$ cat src/rtl/dasr_pkg.sv
/*
 * Shared constants and types for the dual serial converter readout link.
 * Assumes one 40 MHz system clock on both ends; no other dependencies.
 */
package dasr_pkg;

   // Clock rate of both ends
   localparam int unsigned CLK_PERIOD_PS = 25000;

   // Frame and result widths
   localparam int unsigned RESULT_BITS = 16;
   localparam int unsigned BIT_CNT_W   = 5;

   // Cycle timing figures in ns as printed
   localparam int unsigned CYCLE_PERIOD_MIN_NS    = 500;
   localparam int unsigned CYCLE_PERIOD_MAX_NS    = 1000000;
   localparam int unsigned CONVERSION_TIME_MIN_NS = 220;
   localparam int unsigned STROBE_HIGH_MIN_NS     = 25;
   // Shift clock least period, in ps (15.6 ns)
   localparam int unsigned SCK_PERIOD_MIN_PS      = 15600;

   // Least times rounded up to whole cycles, never below one
   function automatic int unsigned ceil_cycles(input int unsigned t_ps);
      int unsigned n;
      n = (t_ps + CLK_PERIOD_PS - 1) / CLK_PERIOD_PS;
      return (n < 1) ? 1 : n;
   endfunction : ceil_cycles

   localparam int unsigned CYCLE_MIN_CYC   = ceil_cycles(CYCLE_PERIOD_MIN_NS * 1000);
   localparam int unsigned CONV_MIN_CYC    = ceil_cycles(CONVERSION_TIME_MIN_NS * 1000);
   localparam int unsigned CNVH_MIN_CYC    = ceil_cycles(STROBE_HIGH_MIN_NS * 1000);
   // Half shift period: at least one cycle high and one low
   localparam int unsigned SCK_HALF_CYC    = ceil_cycles(SCK_PERIOD_MIN_PS / 2);
   // Longest period, counted as a longest time, rounded down
   localparam int unsigned CYCLE_MAX_CYC   = (CYCLE_PERIOD_MAX_NS * 1000) / CLK_PERIOD_PS;

   localparam int unsigned TMR_W = 16;

   // The far end sees a link edge only after its three-stage synchroniser
   // and the edge detector behind it, so each shift clock half must outlast that
   localparam int unsigned SYNC_LAT_CYC = 4;

   // I/O standard strap decode
   typedef enum logic [1:0] {
      DASR_IO_CMOS  = 2'h0,
      DASR_IO_LVDS  = 2'h1,
      DASR_IO_LPLVD = 2'h3
   } dasr_io_mode_t;

endpackage : dasr_pkg

$ cat src/rtl/dasr_if.sv
/*
 * Link between host and converter: strobe, shift clock, two data lines,
 * echo clock and the strap pins. Differential pins carry both halves.
 * Assumes a testbench resolves the three-state data from the enables.
 */
`timescale 1ns/10ps
interface dasr_if;
   logic convert_start_n;     // Active-low convert strobe from host
   logic sck_p;               // Shift clock, positive half
   logic sck_n;               // Shift clock, negative half
   logic ch1_serial_out_p;    // Channel 1 data, positive half
   logic ch1_serial_out_n;    // Channel 1 data, negative half
   logic ch2_serial_out_p;    // Channel 2 data, positive half
   logic ch2_serial_out_n;    // Channel 2 data, negative half
   logic sdo_oe;              // Data lines driven while high
   logic echo_clock_out_p;    // Echo clock, positive half
   logic echo_clock_out_n_o;  // Echo clock, negative half (device drive)
   logic echo_clock_out_n_oe; // Negative echo half driven
   logic echo_off_strap;      // Negative echo pin tied to io_supply
   logic [1:0] io_sel;        // Mode strap: 0 gnd, 1 supply, 3 float

   modport device (
      input  convert_start_n, sck_p, sck_n, echo_off_strap, io_sel,
      output ch1_serial_out_p, ch1_serial_out_n, ch2_serial_out_p, ch2_serial_out_n,
      output sdo_oe, echo_clock_out_p, echo_clock_out_n_o, echo_clock_out_n_oe
   );
   modport host (
      output convert_start_n, sck_p, sck_n,
      input  ch1_serial_out_p, ch1_serial_out_n, ch2_serial_out_p, ch2_serial_out_n,
      input  sdo_oe, echo_clock_out_p, echo_off_strap, io_sel
   );
endinterface : dasr_if

$ cat src/rtl/dasr_device.sv
/*
 * Converter end: samples two results on the strobe falling edge and
 * shifts them MSB first on shift clock falling edges, with echo clock.
 * Assumes the host keeps its own timing; link pins arrive asynchronous.
 */
//
// Contract
// (RULE_01) Strobe fall holds both samples, starts cycle
// (RULE_02) Cycle: strobe high, conversion, readout bounds
// (RULE_03) Host parks shift clock high before strobe rise
// (RULE_04) Each shift clock fall advances one bit
// (RULE_05) First bit valid soon after strobe falls
// (RULE_06) Data released soon after strobe rises
// (RULE_07) Host shift period bounded, captures on rise; host captures as it drives the fall
// (RULE_08) Echo clock follows shift clock, data aligned
// (RULE_09) Echo may be disabled; host uses own clock
// (RULE_10) Strap selects CMOS, LVDS or low-power LVDS
// (RULE_11) CMOS uses positive pins; LVDS differential
// (RULE_12) Strobe behaves same in all modes
// (RULE_13) Channel two shifts on same edges
// (RULE_14) Sixteen bits, current conversion, no latency
// (RULE_15) Results are two's complement
// (RULE_16) Host gives sixteen pulses while strobe low
`timescale 1ns/10ps
module dasr_device
   import dasr_pkg::*;
#(
   parameter int unsigned WIDTH = RESULT_BITS
) (
   input  wire logic               mclk_i,
   input  wire logic               sys_rst_i,
   dasr_if.device                  link,
   input  wire logic signed [WIDTH-1:0] ch1_sample_i,
   input  wire logic signed [WIDTH-1:0] ch2_sample_i,
   output logic                    busy_o,
   output dasr_pkg::dasr_io_mode_t io_mode_o
);
   import dasr_pkg::*;

   // Three-stage synchronisers; first stage feeds only the second
   logic [2:0] cnv_s_q;   // Strobe
   logic [2:0] sck_s_q;   // Shift clock (positive half)
   logic       cnv_q;     // Agreed strobe level
   logic       sck_q;     // Agreed shift clock level
   logic [WIDTH-1:0] sh1_q;   // Channel 1 shift register
   logic [WIDTH-1:0] sh2_q;   // Channel 2 shift register
   logic       oe_q;      // Data lines driven
   logic       echo_q;    // Echo clock level
   logic       busy_q;
   dasr_io_mode_t mode_q;

   // Synchronise strobe and shift clock; the strobe path ignores mode
   always_ff @(posedge mclk_i) begin
      if (sys_rst_i) begin
         cnv_s_q <= 3'h7;
         sck_s_q <= 3'h7;
         cnv_q   <= 1'b1;
         sck_q   <= 1'b1;
      end else begin
         cnv_s_q <= {cnv_s_q[1:0], link.convert_start_n}; // see RULE_12
         sck_s_q <= {sck_s_q[1:0], link.sck_p};
         // A change counts once the last two stages agree
         if (cnv_s_q[1] == cnv_s_q[2]) begin
            cnv_q <= cnv_s_q[2];
         end
         if (sck_s_q[1] == sck_s_q[2]) begin
            sck_q <= sck_s_q[2];
         end
      end
   end

   // Events seen at the agreed levels
   logic cnv_fall, cnv_rise, sck_fall;
   assign cnv_fall = cnv_q && (cnv_s_q[1] == cnv_s_q[2]) && !cnv_s_q[2];
   assign cnv_rise = !cnv_q && (cnv_s_q[1] == cnv_s_q[2]) && cnv_s_q[2];
   assign sck_fall = sck_q && (sck_s_q[1] == sck_s_q[2]) && !sck_s_q[2];

   // Mode strap followed every cycle after reset release, one cycle behind
   always_ff @(posedge mclk_i) begin
      if (sys_rst_i) begin
         mode_q <= DASR_IO_CMOS;
      end else begin
         mode_q <= dasr_io_mode_t'(link.io_sel); // see RULE_10
      end
   end

   // Hold, shift and release of the result registers
   always_ff @(posedge mclk_i) begin
      if (sys_rst_i) begin
         sh1_q  <= '0;
         sh2_q  <= '0;
         oe_q   <= 1'b0;
         busy_q <= 1'b0;
      end else if (cnv_fall) begin
         // Hold both channels at once; result belongs to this strobe
         sh1_q  <= ch1_sample_i; // see RULE_01 see RULE_14 see RULE_15
         sh2_q  <= ch2_sample_i; // see RULE_13
         oe_q   <= 1'b1;         // see RULE_05
         busy_q <= 1'b1;
      end else if (cnv_rise) begin
         oe_q   <= 1'b0;         // see RULE_06
         busy_q <= 1'b0;
      end else if (sck_fall && oe_q) begin
         // Extra pulses beyond sixteen shift zeros: undefined to host
         sh1_q <= {sh1_q[WIDTH-2:0], 1'b0}; // see RULE_04
         sh2_q <= {sh2_q[WIDTH-2:0], 1'b0}; // see RULE_13
      end
   end

   // Echo copies the synchronised shift clock, one cycle behind
   always_ff @(posedge mclk_i) begin
      if (sys_rst_i) begin
         echo_q <= 1'b1;
      end else begin
         echo_q <= sck_q; // see RULE_08
      end
   end

   // Pins: CMOS holds negative data halves low and leaves negative echo undriven; LVDS drives both
   assign link.ch1_serial_out_p    = sh1_q[WIDTH-1];
   assign link.ch2_serial_out_p    = sh2_q[WIDTH-1];
   assign link.ch1_serial_out_n    = (mode_q == DASR_IO_CMOS) ? 1'b0 : !sh1_q[WIDTH-1]; // see RULE_11
   assign link.ch2_serial_out_n    = (mode_q == DASR_IO_CMOS) ? 1'b0 : !sh2_q[WIDTH-1];
   assign link.sdo_oe              = oe_q;
   // Echo disabled in CMOS mode when its negative pin is strapped
   assign link.echo_clock_out_p    = (mode_q == DASR_IO_CMOS && link.echo_off_strap) ? 1'b0
                                     : echo_q; // see RULE_09
   assign link.echo_clock_out_n_o  = !echo_q;
   assign link.echo_clock_out_n_oe = (mode_q != DASR_IO_CMOS);

   assign busy_o    = busy_q;
   assign io_mode_o = mode_q;

endmodule : dasr_device

$ cat src/flat_wrapper.sv
// flat-port wrapper written by rule: the top's interface ports become plain ports
module dasr_device_flat import dasr_pkg::*;
#(
   parameter int unsigned WIDTH = RESULT_BITS
)
  (mclk_i, sys_rst_i, ch1_sample_i, ch2_sample_i, busy_o, io_mode_o, link_convert_start_n, link_sck_p, link_sck_n, link_echo_off_strap, link_io_sel, link_ch1_serial_out_p, link_ch1_serial_out_n, link_ch2_serial_out_p, link_ch2_serial_out_n, link_sdo_oe, link_echo_clock_out_p, link_echo_clock_out_n_o, link_echo_clock_out_n_oe);
  dasr_if link_i ();
  input  wire logic mclk_i;
  input  wire logic sys_rst_i;
  input  wire logic signed [WIDTH-1:0] ch1_sample_i;
  input  wire logic signed [WIDTH-1:0] ch2_sample_i;
  output logic busy_o;
  output dasr_pkg::dasr_io_mode_t io_mode_o;
  input wire logic [$bits(link_i.convert_start_n)-1:0] link_convert_start_n;
  input wire logic [$bits(link_i.sck_p)-1:0] link_sck_p;
  input wire logic [$bits(link_i.sck_n)-1:0] link_sck_n;
  input wire logic [$bits(link_i.echo_off_strap)-1:0] link_echo_off_strap;
  input wire logic [$bits(link_i.io_sel)-1:0] link_io_sel;
  output wire logic [$bits(link_i.ch1_serial_out_p)-1:0] link_ch1_serial_out_p;
  output wire logic [$bits(link_i.ch1_serial_out_n)-1:0] link_ch1_serial_out_n;
  output wire logic [$bits(link_i.ch2_serial_out_p)-1:0] link_ch2_serial_out_p;
  output wire logic [$bits(link_i.ch2_serial_out_n)-1:0] link_ch2_serial_out_n;
  output wire logic [$bits(link_i.sdo_oe)-1:0] link_sdo_oe;
  output wire logic [$bits(link_i.echo_clock_out_p)-1:0] link_echo_clock_out_p;
  output wire logic [$bits(link_i.echo_clock_out_n_o)-1:0] link_echo_clock_out_n_o;
  output wire logic [$bits(link_i.echo_clock_out_n_oe)-1:0] link_echo_clock_out_n_oe;
  assign link_i.convert_start_n = link_convert_start_n;
  assign link_i.sck_p = link_sck_p;
  assign link_i.sck_n = link_sck_n;
  assign link_i.echo_off_strap = link_echo_off_strap;
  assign link_i.io_sel = link_io_sel;
  assign link_ch1_serial_out_p = link_i.ch1_serial_out_p;
  assign link_ch1_serial_out_n = link_i.ch1_serial_out_n;
  assign link_ch2_serial_out_p = link_i.ch2_serial_out_p;
  assign link_ch2_serial_out_n = link_i.ch2_serial_out_n;
  assign link_sdo_oe = link_i.sdo_oe;
  assign link_echo_clock_out_p = link_i.echo_clock_out_p;
  assign link_echo_clock_out_n_o = link_i.echo_clock_out_n_o;
  assign link_echo_clock_out_n_oe = link_i.echo_clock_out_n_oe;
  dasr_device #(.WIDTH(WIDTH)) u_core (.mclk_i(mclk_i), .sys_rst_i(sys_rst_i), .link(link_i), .ch1_sample_i(ch1_sample_i), .ch2_sample_i(ch2_sample_i), .busy_o(busy_o), .io_mode_o(io_mode_o));
endmodule
$ cat config.mk
export PLATFORM = sky130hd
export DESIGN_NAME = dasr_device_flat
export DESIGN_NICKNAME = d
export VERILOG_FILES = /design/src/rtl/dasr_pkg.sv /design/src/rtl/dasr_if.sv /design/src/rtl/dasr_device.sv /design/src/flat_wrapper.sv
export SDC_FILE = /design/constraint.sdc
export NUM_CORES = 1
export LEC_CHECK = 0
export BUFFER_PORTS_ARGS = -buffer_cell sky130_fd_sc_hd__buf_2
export CORE_UTILIZATION = 35
export DETAILED_ROUTE_END_ITERATION = 10
export PLACE_DENSITY = 0.59
export SYNTH_ARGS = -nofsm -noshare
export SYNTH_HDL_FRONTEND = slang
export SYNTH_SLANG_ARGS = --single-unit
$ cat constraint.sdc
create_clock -name mclk_i -period 2.2 [get_ports mclk_i]
set_input_delay 0.11 -clock mclk_i [delete_from_list [all_inputs] [get_ports mclk_i]]
set_output_delay 0.11 -clock mclk_i [all_outputs]
set_load 0.05 [all_outputs]
==> qor.yml <==
crit_fanout: 32
synth_common_cells: "dfxtp_1, nor2_1, a211oi_1, mux2i_1, or2_2"
area_delta_synth_final_pct: 17.5
io_buffers: 49
setup_viol_count_final: 0
die_area_um2: 5620
fin_tns_setup_ns: 0
register_area_um2: 881
power_density_nw_per_um2: 650
synthFlopType: "dfxtp_1"
top_layer: "met4"
yosysMostFrequentCell: "dfxtp_1"
synth-seq-cells: 44
crit_arrival_ns: 2.02
status: "finished, final reports clean"
grt_pass1_wl_um: 5380
worstPathRequired_ns: 2.39
fp-row-count: 26
via_count: 1389
met1_length_um: 1720
diodes: 0
post_cts_buffers: 0
vias_per_cell: 4.65
avgRoutedWirePerCell_um: 11.6
fin_nets: 268
syn_area_per_cell_um2: 10.1
synth_edf_count: 0
grt_usage_pct: 13.1
multi_input_area_um2: 841
hold_viol_final: 0
drive_gt1_share_pct: 29.3
clock_sinks: 44
synth_top_area_share_pct: 47.3
drv_cap: 0
skew_ns: 0.00398
reg2reg_to: "u_core.sh1_q[10]"
synth_largest_area_cell: "dfxtp_1"
die_w_um: 74.9
fin_crit_ns: 1.83
ir_worst_vdd_mv: 0.253
ys_top_cells_by_area: "dfxtp_1, mux2i_1, a211oi_1"
wl_met2_um: 1530
syn_nets: 224
clk_pin_slew_ns: 0.07
fmax_ghz: 0.546
tightest_slew_ns: 0.775
rsz0062_at_grt: "false"
ioPinCount: 51
cts_tree: "built"
ys_warn_count: 0
maxSlewHeadroom_pct: 48.4
fin_area_um2: 2190
critical_path_class: "reg2reg"
crit_path_end: "u_core.sh1_q[10]"
grt_overflow: 0
r2r_cells: 4
min_path_type: "in2reg"
met3_length_um: 176
die_y_um: 74.9
fillCellCount: 536
core_um2: 5110
place_hpwl_um: 2250
routed_wl_um: 3470
crit_path_start: "u_core.cnv_q"
syn-instance-count: 184
syn_area_um2: 1860
crit_path_end_kind: "flop"
synthDistinctLibCells: 20
grt_max_degree: 45
root_buffer: "clkbuf_8"
first_global_vias: 1172
crit_path_max_incr_delay_ns: 0.59
async_flop_share_pct: 0
dpl_cell_area_um2: 2080
cp-start-kind: "flop"
power_leakage_nw: 1.09
cts_max_level: 2
r2r_slack_ns: 0.37
slowest_stage: "nand4_4"
yosysSeqAreaShare_pct: 47.3
cp_cell_sequence: "nand3b_4 -> nand4_4 -> mux2i_1 -> a211oi_1"
clk_latency_ns: 0.29
initial_core_util_pct: 36.5
gp_congestion: 0.663
drt-pass1-iter-count: 4
timing.final.max_slew_violations: 0
clockBufferDepth: 2
reg2reg_from: "u_core.cnv_q"
drc: 0
ant_nets: 0
drt_iter0_markers: 56
antenna_found_initial: 0
period_share_pct: 83.2
numCtsBuffers: 5
==> placed cells by master, fill, tap and decap left out, drive strengths merged <==
cell type / instances
a211oi: 30
a21oi: 6
buf: 51
clkbuf: 8
dfxtp: 44
dlygate4sd3: 2
inv: 2
mux2i: 30
nand2: 2
nand3: 2
nand3b: 1
nand4: 1
nor2: 37
nor2b: 2
nor3b: 1
o21bai: 2
or2: 7
or3b: 1
==> worst max-delay path, delay by kind of cell, from the launching register on <==
family	cells	cell delay [ns]
muxes	1	0.28
AOI/OAI and AO/OA	1	0.31
and+or+nand+nor	2	0.76
DFF	1	0.38
==> worst min-delay path by stage <==
stage,cells after the start,end,slack (ns),start
floorplan,1,u_core.cnv_s_q[0],0.21,link_convert_start_n
global placement,2,u_core.cnv_s_q[0],0.29,link_convert_start_n
detailed placement,2,u_core.sck_s_q[0],0.29,link_sck_p
CTS,2,u_core.io_mode_o[0],0.02,link_io_sel[0]
global route,2,u_core.io_mode_o[0],0.05,link_io_sel[0]
finish,2,u_core.io_mode_o[0],0.02,link_io_sel[0]
==> timing repair <==
| item | 4_1_cts | 5_1_grt |
|---|---|---|
| hold buffers | 2 | 0 |
| resized for setup | 0 | 0 |
| hold endpoints to repair | 2 | 0 |
==> cell type report <==
| type | instances | area share (%) |
|---|---|---|
| timing repair buffer | 53 | 12.8 |
| tap | 70 | 4.00 |
| sequential | 44 | 40.3 |
| clock buffer | 8 | 4.12 |
| inverter | 2 | 0.343 |
| multi-input combinational | 122 | 38.4 |
==> sequential cells by signal (all words and copies together), names as in the netlist <==
name / flops
u_core.cnv_q: 1
u_core.cnv_s_q: 3
u_core.echo_q: 1
u_core.io_mode_o: 2
u_core.link.sdo_oe: 1
u_core.sck_q: 1
u_core.sck_s_q: 3
u_core.sh1_q: 16
u_core.sh2_q: 16
==> power breakdown <==
group          internal, mW  switching (mW)  total [mW]
registers             0.807         0.00669       0.813
logic                0.0419          0.0617       0.104
clock network         0.256           0.249       0.505
==> cells by family after synthesis <==
kind of cell / synth area share [%]
buffers and inverters: 7.53
AO/OA/AOI/OAI: 14.5
flip-flops: 47.3
multiplexers: 16.1
AND/OR/NAND/NOR: 14.5
==> routing by layer <==
layer  vias up  global-route usage, %
met3         6                   5.22
met5         -                      0
li1        734                      -
met1       616                   16.1
met4         0                   5.03
met2        33                   20.6
==> through the flow <==
step | worst slack (ns) | hold slack [ns] | power (mW) | util, % | std cells
after floorplan | 0.502 | 0.214 | 0.889 | - | 184
after global placement | 0.444 | 0.292 | 0.933 | 40.7 | 289
after detailed placement | 0.353 | 0.295 | 0.934 | 40.7 | 289
after CTS | 0.324 | 0.0176 | 1.45 | 42.8 | 299
after global routing | 0.200 | 0.0491 | 1.49 | 42.8 | 299
final | 0.369 | 0.0240 | 1.42 | 42.8 | 299
Note: power is estimated with default switching activity, not from simulation.
